## src/tcp_pkg.sv

```systemverilog
// Shared constants and types of the timer/counter with prescaler
package tcp_pkg;

  // Register offsets on the plain register port
  localparam logic [7:0] TCP_ADDR_COUNT  = 8'h01;
  localparam logic [7:0] TCP_ADDR_CMP1   = 8'h08;
  localparam logic [7:0] TCP_ADDR_CMP2   = 8'h0b;
  localparam logic [7:0] TCP_ADDR_OPTION = 8'h10;

  // Reset values
  localparam logic [7:0] TCP_OPTION_RST = 8'hff;
  localparam logic [7:0] TCP_CMP_RST    = 8'hff;
  localparam logic [7:0] TCP_READ_ZERO  = 8'h00;

  // Field positions in the option register
  localparam int TCP_OPT_CS   = 5;
  localparam int TCP_OPT_SE   = 4;
  localparam int TCP_OPT_PSA  = 3;
  localparam int TCP_OPT_PS_H = 2;
  localparam int TCP_OPT_PS_L = 0;

  // Field positions in the first comparator control register
  localparam int TCP_CMP_OUTEN = 6;
  localparam int TCP_CMP_CLOCK_SOURCE_SELECT  = 4;

  // Cycles of increment suppression after a count write
  localparam logic [1:0] TCP_WR_INHIBIT = 2'h2;

  // Prescaler width and ratio field width
  localparam int TCP_PRE_W   = 8;
  localparam int TCP_RATIO_W = 3;

  // Sources that feed the counter
  typedef enum logic [1:0] {
    TCP_SRC_CYCLE,
    TCP_SRC_PIN,
    TCP_SRC_CMP,
    TCP_SRC_NONE
  } tcp_src_t;

endpackage

```

## src/tcp_pre_if.sv

```systemverilog
// Carrier between the timer core and its shared prescaler
`timescale 1ns/1ps
interface tcp_pre_if;
  logic       tick;   // Input event to divide
  logic       clear;  // Zero the prescaler
  logic       to_wdt; // Prescaler serves the watchdog
  logic [2:0] ratio;  // Prescale ratio field
  logic       pulse;  // Divided output event

  modport core (output tick, output clear, output to_wdt,
                output ratio, input pulse);
  modport pre  (input tick, input clear, input to_wdt,
                input ratio, output pulse);
endinterface

```

## src/tcp_top.sv

```systemverilog
// Timer/counter with edge select, comparator source and shared prescaler
//
// Our own choice: the strobed register port.
`timescale 1ns/1ps
// Function
// - With the clock source select bit low and prescaler assignment 1 the counter adds one per cycle.
// - A write to the count blocks incrementing for the next two cycles.
// - Pin edges count when source select, comparator clock and pin enable are set.
// - The edge select bit picks rising (0) or falling (1) pin edges.
// - The comparator output counts when source select is set and comparator clock is clear.
// - The one prescaler serves the counter (assignment 0) or the watchdog (1).
// - The prescaler count has no register address.
// - On the counter side the ratio field divides by 2 up to 256.
// - The count is an 8-bit read/write register at 01h, not reset.
// - With source select set the count pin direction is forced to input.
// - The option register holds the timer bits and resets to all ones.
// - Comparator clock select is bit 4 of the register at 08h, reset to ones.
// - Count writes clear the prescaler on the counter side, watchdog clears on the other.
// - The prescaler is all zeros after reset.
// - Pin and comparator events are synchronised before they count.
module tcp_top (
  input  wire logic       core_clk,          // Instruction-cycle clock
  input  wire logic       srst,              // Synchronous reset
  input  wire logic [7:0] reg_addr,          // Register address
  input  wire logic [7:0] reg_wdata,         // Register write data
  input  wire logic       reg_wr,            // Write strobe
  input  wire logic       reg_rd,            // Read strobe
  output logic      [7:0] reg_rdata,         // Read data, cycle after
  input  wire logic       external_count_pin,// Count pin, asynchronous
  input  wire logic       comparator_out,    // Comparator output, async
  input  wire logic       watchdog_tick,     // Watchdog oscillator event
  input  wire logic       watchdog_clear,    // Watchdog clear pulse
  output logic            watchdog_event,    // Prescaled watchdog event
  output logic            pin_dir_override,  // Count pin forced to input
  output logic      [7:0] timer_count_value  // Current count
);
  import tcp_pkg::*;

  ////////////////////////////////////////////////////////////////////////
  // State
  typedef struct packed {
    logic [7:0] option_settings;
    logic [7:0] comparator_one_control;
    logic [7:0] comparator_two_control;
    logic [7:0] count;
    logic [1:0] inhibit;
    logic [7:0] rdata;
    logic       wdt_evt;
    logic       pin_ovr;
    logic [2:0] pin_sync;
    logic       pin_level;
    logic [2:0] cmp_sync;
    logic       cmp_level;
  } tcp_state_t;

  tcp_state_t state;
  tcp_state_t next_state;

  tcp_pre_if pre_link ();

  // Option and comparator fields
  logic       clock_source_select;
  logic       source_edge_select;
  logic       prescaler_assignment;
  logic [2:0] prescale_ratio;
  logic       comparator_timer_clock_select;
  logic       comparator_output_pin_enable;
  tcp_src_t   src;
  logic       pin_new;
  logic       cmp_new;
  logic       pin_edge;
  logic       cmp_edge;
  logic       src_tick;
  logic       count_tick;
  logic       count_wr;

  ////////////////////////////////////////////////////////////////////////
  // Field decode
  always_comb begin
    clock_source_select  = state.option_settings[TCP_OPT_CS];
    source_edge_select   = state.option_settings[TCP_OPT_SE];
    prescaler_assignment = state.option_settings[TCP_OPT_PSA];
    prescale_ratio       =
      state.option_settings[TCP_OPT_PS_H:TCP_OPT_PS_L];
    comparator_timer_clock_select =
      state.comparator_one_control[TCP_CMP_CLOCK_SOURCE_SELECT];
    comparator_output_pin_enable =
      state.comparator_one_control[TCP_CMP_OUTEN];
  end

  // Counting source selection
  always_comb begin
    if (!clock_source_select) begin
      src = TCP_SRC_CYCLE;
    end else if (!comparator_timer_clock_select) begin
      src = TCP_SRC_CMP;
    end else if (comparator_output_pin_enable) begin
      src = TCP_SRC_PIN;
    end else begin
      src = TCP_SRC_NONE;
    end
  end

  // Levels accepted once the last two sync stages agree
  always_comb begin
    pin_new = (state.pin_sync[1] == state.pin_sync[2]) ?
              state.pin_sync[2] : state.pin_level;
    cmp_new = (state.cmp_sync[1] == state.cmp_sync[2]) ?
              state.cmp_sync[2] : state.cmp_level;
    pin_edge = source_edge_select ?
               (state.pin_level && !pin_new) :
               (!state.pin_level && pin_new);
    cmp_edge = !state.cmp_level && cmp_new;
  end

  // Raw event feeding the counter or its prescaler
  always_comb begin
    case (src)
      TCP_SRC_CYCLE: src_tick = 1'b1;
      TCP_SRC_PIN:   src_tick = pin_edge;
      TCP_SRC_CMP:   src_tick = cmp_edge;
      TCP_SRC_NONE:  src_tick = 1'b0;
      default:       src_tick = 1'b0;
    endcase
  end

  ////////////////////////////////////////////////////////////////////////
  // Prescaler link: counter side or watchdog side, never both
  always_comb begin
    count_wr       = reg_wr && (reg_addr == TCP_ADDR_COUNT);
    pre_link.to_wdt = prescaler_assignment;
    pre_link.ratio  = prescale_ratio;
    pre_link.tick   = prescaler_assignment ? watchdog_tick
                                           : src_tick;
    pre_link.clear  = prescaler_assignment ? watchdog_clear
                                           : count_wr;
  end

  // Prescaler count lives only inside, with no address
  tcp_prescaler #(
    .W (TCP_PRE_W)
  ) u_pre (
    .core_clk (core_clk),
    .srst     (srst),
    .pre      (pre_link.pre)
  );

  // Increment event after optional prescaling
  always_comb begin
    count_tick = prescaler_assignment ? src_tick
                                      : pre_link.pulse;
  end

  ////////////////////////////////////////////////////////////////////////
  // Next state
  always_comb begin
    next_state = state;

    // Synchronisers: first stage feeds only the second
    next_state.pin_sync  = {state.pin_sync[1:0], external_count_pin};
    next_state.cmp_sync  = {state.cmp_sync[1:0], comparator_out};
    next_state.pin_level = pin_new;
    next_state.cmp_level = cmp_new;

    // Counter with write inhibit and wrap
    if (count_wr) begin
      next_state.count   = reg_wdata;
      next_state.inhibit = TCP_WR_INHIBIT;
    end else if (state.inhibit != 2'h0) begin
      next_state.inhibit = state.inhibit - 2'h1;
    end else if (count_tick) begin
      next_state.count = state.count + 8'h01;
    end

    // Register writes
    if (reg_wr) begin
      case (reg_addr)
        TCP_ADDR_CMP1:   next_state.comparator_one_control = reg_wdata;
        TCP_ADDR_CMP2:   next_state.comparator_two_control = reg_wdata;
        TCP_ADDR_OPTION: next_state.option_settings = reg_wdata;
        default:         next_state.rdata = state.rdata;
      endcase
    end

    // Read data, valid in the cycle after the strobe only
    next_state.rdata = TCP_READ_ZERO;
    if (reg_rd) begin
      case (reg_addr)
        TCP_ADDR_COUNT: next_state.rdata = state.count;
        TCP_ADDR_CMP1:  next_state.rdata = state.comparator_one_control;
        TCP_ADDR_CMP2:  next_state.rdata = state.comparator_two_control;
        default:        next_state.rdata = TCP_READ_ZERO;
      endcase
    end

    // Watchdog event and pin override outputs
    next_state.wdt_evt = prescaler_assignment && pre_link.pulse;
    next_state.pin_ovr = next_state.option_settings[TCP_OPT_CS];

    // Reset leaves the count untouched
    if (srst) begin
      next_state.option_settings        = TCP_OPTION_RST;
      next_state.comparator_one_control = TCP_CMP_RST;
      next_state.comparator_two_control = TCP_CMP_RST;
      next_state.inhibit   = 2'h0;
      next_state.rdata     = TCP_READ_ZERO;
      next_state.wdt_evt   = 1'b0;
      next_state.pin_ovr   = TCP_OPTION_RST[TCP_OPT_CS];
      next_state.pin_sync  = 3'h0;
      next_state.pin_level = 1'b0;
      next_state.cmp_sync  = 3'h0;
      next_state.cmp_level = 1'b0;
      next_state.count     = state.count;
    end
  end

  // State register
  always_ff @(posedge core_clk) begin
    state <= next_state;
  end

  ////////////////////////////////////////////////////////////////////////
  // Outputs straight from flip-flops
  always_comb begin
    reg_rdata         = state.rdata;
    watchdog_event    = state.wdt_evt;
    pin_dir_override  = state.pin_ovr;
    timer_count_value = state.count;
  end

endmodule // tcp_top

```

## src/tcp_prescaler.sv

```systemverilog
// Shared 8-bit prescaler, counter side or watchdog side
`timescale 1ns/1ps
module tcp_prescaler #(
  parameter int W = tcp_pkg::TCP_PRE_W
) (
  input wire logic   core_clk, // Instruction-cycle clock
  input wire logic   srst,     // Synchronous reset, active high
  tcp_pre_if.pre     pre       // Link to the timer core
);
  import tcp_pkg::*;

  typedef struct packed {
    logic [W-1:0] cnt;
  } tcp_pre_state_t;

  tcp_pre_state_t state;
  tcp_pre_state_t next_state;

  // Mask of the low bits that must all be ones for one output event
  function automatic logic [W-1:0] tcp_mask(input logic [2:0] ratio,
                                            input logic wdt);
    logic [W-1:0] m;
    m = '0;
    for (int i = 0; i < W; i++) begin
      if (wdt ? (i < int'(ratio)) : (i <= int'(ratio))) begin
        m[i] = 1'b1;
      end
    end
    return m;
  endfunction

  ////////////////////////////////////////////////////////////////////////
  // One output event per 2^(ratio+1) input events on the counter side
  always_comb begin
    pre.pulse = pre.tick &&
                ((state.cnt & tcp_mask(pre.ratio, pre.to_wdt)) ==
                 tcp_mask(pre.ratio, pre.to_wdt));
  end

  // Count, clear, reset to zero
  always_comb begin
    next_state = state;
    if (srst || pre.clear) begin
      next_state.cnt = '0;
    end else if (pre.tick) begin
      next_state.cnt = state.cnt + {{(W-1){1'b0}}, 1'b1};
    end
  end

  // State register
  always_ff @(posedge core_clk) begin
    state <= next_state;
  end

endmodule // tcp_prescaler

```

## config.mk

```make
export PLATFORM = sky130hd
export DESIGN_NAME = tcp_top
export DESIGN_NICKNAME = d
export VERILOG_FILES = /design/src/tcp_pkg.sv /design/src/tcp_pre_if.sv /design/src/tcp_top.sv /design/src/tcp_prescaler.sv
export SDC_FILE = /design/constraint.sdc
export NUM_CORES = 1
export LEC_CHECK = 0
export ABC_CLOCK_PERIOD_IN_PS = 3100
export BUFFER_PORTS_ARGS = -buffer_cell sky130_fd_sc_hd__buf_4
export CORE_UTILIZATION = 56
export DETAILED_ROUTE_END_ITERATION = 7
export PLACE_DENSITY_LB_ADDON = 0.12
export SYNTH_ARGS = -nofsm -noshare
export SYNTH_HDL_FRONTEND = slang
export SYNTH_SLANG_ARGS = --single-unit
export TNS_END_PERCENT = 10
```

## constraint.sdc

```tcl
create_clock -name core_clk -period 3.1 [get_ports core_clk]
set_clock_uncertainty 0.05 [all_clocks]
set_input_delay 0.62 -clock core_clk [delete_from_list [all_inputs] [get_ports core_clk]]
set_output_delay 0.62 -clock core_clk [all_outputs]
set_load 0.02 [all_outputs]
```

## Word level (Yosys, flattened, before mapping)

Index checks and enable logic that the tools add are counted.

- $add $sub $neg: 3
- Magnitude comparators: 14
- Equal/unequal tests: 11
- Muxes and demuxes: 31
- Bitwise gates (word level): 3
- Reductions and logical operators: 20

Operators by type and width:

| kind | count |
|---|---|
| 8-bit one-hot mux with 3 select lines | 1 |
| 1-bit 2-to-1 mux | 22 |
| 8-bit by 1-bit adder with 8-bit output, second input constant | 2 |
| 8-bit by 4-bit == test with 1-bit output, second input constant | 2 |
| 8-bit 2-to-1 mux | 2 |
| 3-bit less-or-equal comparator, first input constant | 4 |
| 10-bit 2-to-1 mux | 1 |
| 3-bit less-than comparator, first input constant | 3 |
| 8-bit bitwise AND | 1 |
| 8-bit by 1-bit == test with 1-bit output, second input constant | 1 |
| 8-bit by 5-bit == test with 1-bit output, second input constant | 1 |
| 8-bit == test | 1 |
| 2-bit 2-to-1 mux | 4 |
| 2-bit by 3-bit less-or-equal comparator with 1-bit output, first input constant | 2 |
| 1-bit logical AND | 6 |
| 1-bit by 3-bit less-than comparator with 1-bit output, first input constant | 2 |
| 2-bit by 3-bit less-than comparator with 1-bit output, first input constant | 2 |
| 2-bit AND reduction | 3 |
| 2-bit nonzero test | 3 |
| 2-bit == test, second input constant | 2 |
| 1-bit one-hot mux with 4 select lines | 1 |
| 2-bit OR reduction | 2 |
| 1-bit by 3-bit less-or-equal comparator with 1-bit output, first input constant | 1 |
| 1-bit zero test | 3 |
| 8 further kinds | 10 |

- Bits in registers: 57
- Output and inout port bits: 18
- Logic and storage cells: 96

## Logic depth before layout (Yosys ltp)

- Depth in word-level cells: 12
- Depth in mapped cells: 8
- Mapped depth without buffers: 5

## Cells and area by module

Synthesis repeated with hierarchy kept, for this count alone.

- Cell total of the unflattened synthesis: 293
- Area, all modules: 2672.6 um2

Modules (own cells, without submodules):

| module | instances | cells an instance | area each (um2) |
|---|---|---|---|
| tcp_top | 1 | 241 | 2230.9 |
| tcp_prescaler | 1 | 52 | 441.7 |

## Worst setup path before layout

OpenSTA, ideal clock, no wires.

- Path type: in2reg
- From: input port reg_addr[2]
- To: register state (netlist bit timer_count_value[0]), enable pin
- Setup time: 345 ps
- Arrival: 2361 ps
- Data required time: 2705 ps
- Path slack: 344 ps
- Stages: 6
- Buffers on the path: 3
- Cells stage by stage: or4_1 buf_2 or4b_4 buf_6 buf_12 o2bb2ai_2

- Cells in the longest elaborated chain, start to end: 4
- Elaborated cells on any way between the ends: 5
- Classes of those cells: eq/ne: 2; reduce/logical: 3

RTL lines:

| what | RTL line | source |
|---|---|---|
| start, declared | tcp_top.sv:24 | `input wire logic [7:0] reg_addr,` |
| 8-bit by 1-bit == test with 1-bit output * | tcp_top.sv:130 | `count_wr = reg_wr && (reg_addr == TCP_ADDR_COUNT);` |
| 1-bit logical AND * | tcp_top.sv:130 |  |
| 2-bit != test (no line) or 2-bit nonzero test (tied branches) | n/a |  |
| 3-bit AND reduction (no line) * | n/a |  |
| end signal, assigned | tcp_top.sv:219 | `state <= next_state;` |
| end, declared | tcp_top.sv:56 | `tcp_state_t state;` |

Mark *: on every way between the ends. The rest lies on a longest branch, timed or not.
A chain may end at the register's enable or synchronous reset.

## Worst setup path after layout

- From: input port reg_addr[2]
- To: register state (netlist bit timer_count_value[4]), enable pin

Same word-level chain as after synthesis.

==> summary.md <==
| Metric | Value |
|---|---|
| GPL Wtd Cong | 0.866 |
| Relative slew slack | 55.2% |
| Cell variety after synth | 53 |
| CTS tree | yes |
| Slew Limit Fails | 0 |
| Startpoint Class | input port |
| Req. time, crit path | 3040 ps |
| Total of warnings raised by yosys | 0 |
| Fin crit period | 2380 ps |
| CP Capture Type | register |
| Ys async rst share | 0% |
| Cell breakdown of the critical path | buf_4, or4_1, or4b_4, o2bb2ai_2 |
| H-tree depth | 3 |
| Tot GR Track Use | 25.9% |
| Largest family of logic cells by synthesized area | simple AND/OR/NAND/NOR gates |
| Final setup vio count | 0 |
| ANT cells | 0 |
| Fmax achieved | 419 MHz |
| Synth Area in Compound Gates | 16.5% |
| Class of the worst hold path | reg -> reg |
| Least-Margin Pin Slew | 669 ps |
| Die height | 72.2 um |
| Syn-to-layout area delta | 14.9% |
| Sequential share of the synthesized area | 44.3% |
| Detailed Route WL | 6.06 mm |
| Crit path kind | in -> reg |
| Cells after synthesis | 308 |
| Syn Std Cell Area | 2760 um^2 |
| Setup Buffers After CTS | 0 |
| Seq cells post-synth | 57 |
| Io pins | 42 |
| Synthesized area per cell | 8.95 um^2 |
| Number of global-route vias before repair | 2093 |
| RSZ-0062 raised after global routing | false |
| Core area | 4720 um^2 |
| CTS resizes | 0 |
| Placed Area | 2960 um^2 |
| Fin crit share | 76.9% |
| PortBufs | 41 |
| Leakage power | 1.25 nW |
| Pin count of the biggest net entering global routing | 45 |
| Drt first pass iters | 4 |
| # nets final | 358 |
| Hold buffers post-CTS | 0 |
| Setup tns final | 0 ps |
| Crit-path slowest cell | or4_1 |
| TritonCTS Buffers | 9 |
| Adder-Cell Fraction of Synth Area | 0.908% |
| EDFF count, synth | 8 |
| Starting Density | 58.4% |
| Max-cap viol count | 0 |
| Vias per cell | 5.54 |
| Worst-path fanout max | 8 |
| Finished Layout Cells | 403 |
| Root Buffer | clkbuf_8 |
| Grt total ovfl | 0 |
| Status | finished clean |
| Top cell type's share of synthesized area | 35.6% |
| Initial antenna violation count | 0 |
| Synth Net Count | 334 |
| Post-DP HPWL | 4.25 mm |
| Die width | 72.2 um |
| Max IR drop VDD | 0.000286 V |
| Final hold vios | 0 |
| Post-route cell area | 3170 um^2 |
| Final ANT Viol Nets | 0 |
| Top FF cell, synth | dfxtp_1 |
| Ranking of synthesized cells by area | dfxtp_1 (36%), edfxtp_1 (8.7%), nand2_1 (4.6%), nor2_1 (4.6%), buf_4 (4.4%) |
| Clock Tree Buf Depth | 2 |
| Die area | 5210 um^2 |
| DRT iter0 DRCs | 149 |
| Cell accounting for the most synthesized area | dfxtp_1 |
| Dpl cells | 388 |
| Xor-xnor portion of the synthesized cell area | 4.13% |
| Worst-path clk slew | 60 ps |
| Simple-Gate Fraction of Synth Area | 24.4% |
| Worst skew pair latency | 340 ps |
| Count leader, synth | dfxtp_1 |
| Final Power | 1.55 mW |
| Synth cell count leaders | dfxtp_1 (49), nand2_1 (34), nor2_1 (34), a21oi_1 (18), buf_4 (16) |
| Drt wl/cell | 15.0 um |
| Critical Path AT | 2320 ps |
| Share of cells above drive strength 1 | 22.6% |
| First-pass GRT wire length | 10.0 mm |
| Worst path max stage delay | 640 ps |
| Mux cell area share after synthesis | 0.363% |
| Num rows | 25 |
| CTS Sinks | 57 |
| Via count | 2233 |
| Power Density | 488 nW/um^2 |
| DRC | 0 |
path summary, 6_finish.rpt:
path,start,to,slack [ps],cells after the start
max,reg_addr[2],timer_count_value[4],720,4
max reg2reg,state[6],timer_count_value[4],1010,4
min reg2reg,state[1],state[2],380,1
min,state[1],state[2],380,1
placed cells by master, fill, tap and decap left out, drive strengths merged, types with 2 or more instances in the layout:
cell type,n
dfxtp,49
buf,44
nand2,35
nor2,34
a21oi,23
clkbuf,14
inv,12
nand3,11
xnor2,9
nor3,9
o21ai,9
nand3b,8
edfxtp,8
a211o,8
nor2b,7
a22oi,7
and3,5
xor2,4
nand2b,4
nor4bb,3
a2111oi,3
a211oi,3
or3,2
nand4,2
a32oi,2
ha,2
or4,2
power by group:
part	leakage (nW)	internal, mW	total (mW)	switching [mW]
clock	0.109	0.426	0.721	0.295
combinational	0.669	0.0325	0.0685	0.0360
sequential	0.469	0.752	0.756	0.00427
total	1.25	1.21	1.55	0.335
state kept, by name (all words and copies together), names as in the netlist, 3 cells and up:
| register | cells |
|---|---|
| timer_count_value | 8 |
| pre_link.ratio | 3 |
| u_pre.state | 8 |
| reg_rdata | 8 |
| state | 24 |
cell families (layout without fill, tap and decap cells):
group                    count (synthesis)  count (layout)
AND/OR/NAND/NOR                        129             129
AO/OA/AOI/OAI                           63              63
flip-flops                              57              57
buffers and inverters                   43              71
XOR/XNOR                                13              13
adder cells (fa/ha/maj)                  2               2
multiplexers                             1               1
layout make-up:
class / instances / area, um^2
multi-input combinational: 208 / 1280
timing repair buffer: 44 / 330
clock inverter: 1 / 5.00
tap: 67 / 83.8
fill: 413 / 1560
inverter: 12 / 45.0
sequential: 57 / 1220
clock buffer: 14 / 205
stage by stage:
| step | setup WS [ps] | utilization (%) | hold slack, ps |
|---|---|---|---|
| global placement | 405 | 62.6 | 369 |
| global route | 646 | 67.0 | 407 |
| detailed placement | 362 | 62.6 | 383 |
| CTS | 711 | 67.0 | 385 |
| floorplan | 344 | - | 364 |
| finish | 715 | 67.0 | 384 |
per-layer routing:
metal  wire length, um  global-route usage (%)  vias up
met5                 0                       0        -
li1                  -                       -     1110
met1              2880                    33.5     1054
met3               211                    4.58       14
met2              2800                    40.5       55
met4               165                    15.3        0
critical path: cells and delay by family:
kind                   cells  cell delay [ps]
AND/OR/NAND/NOR            2             1220
AO/OA/AOI/OAI              1              380
buffers and inverters      1              100
Power figures use the tool's default switching activity.
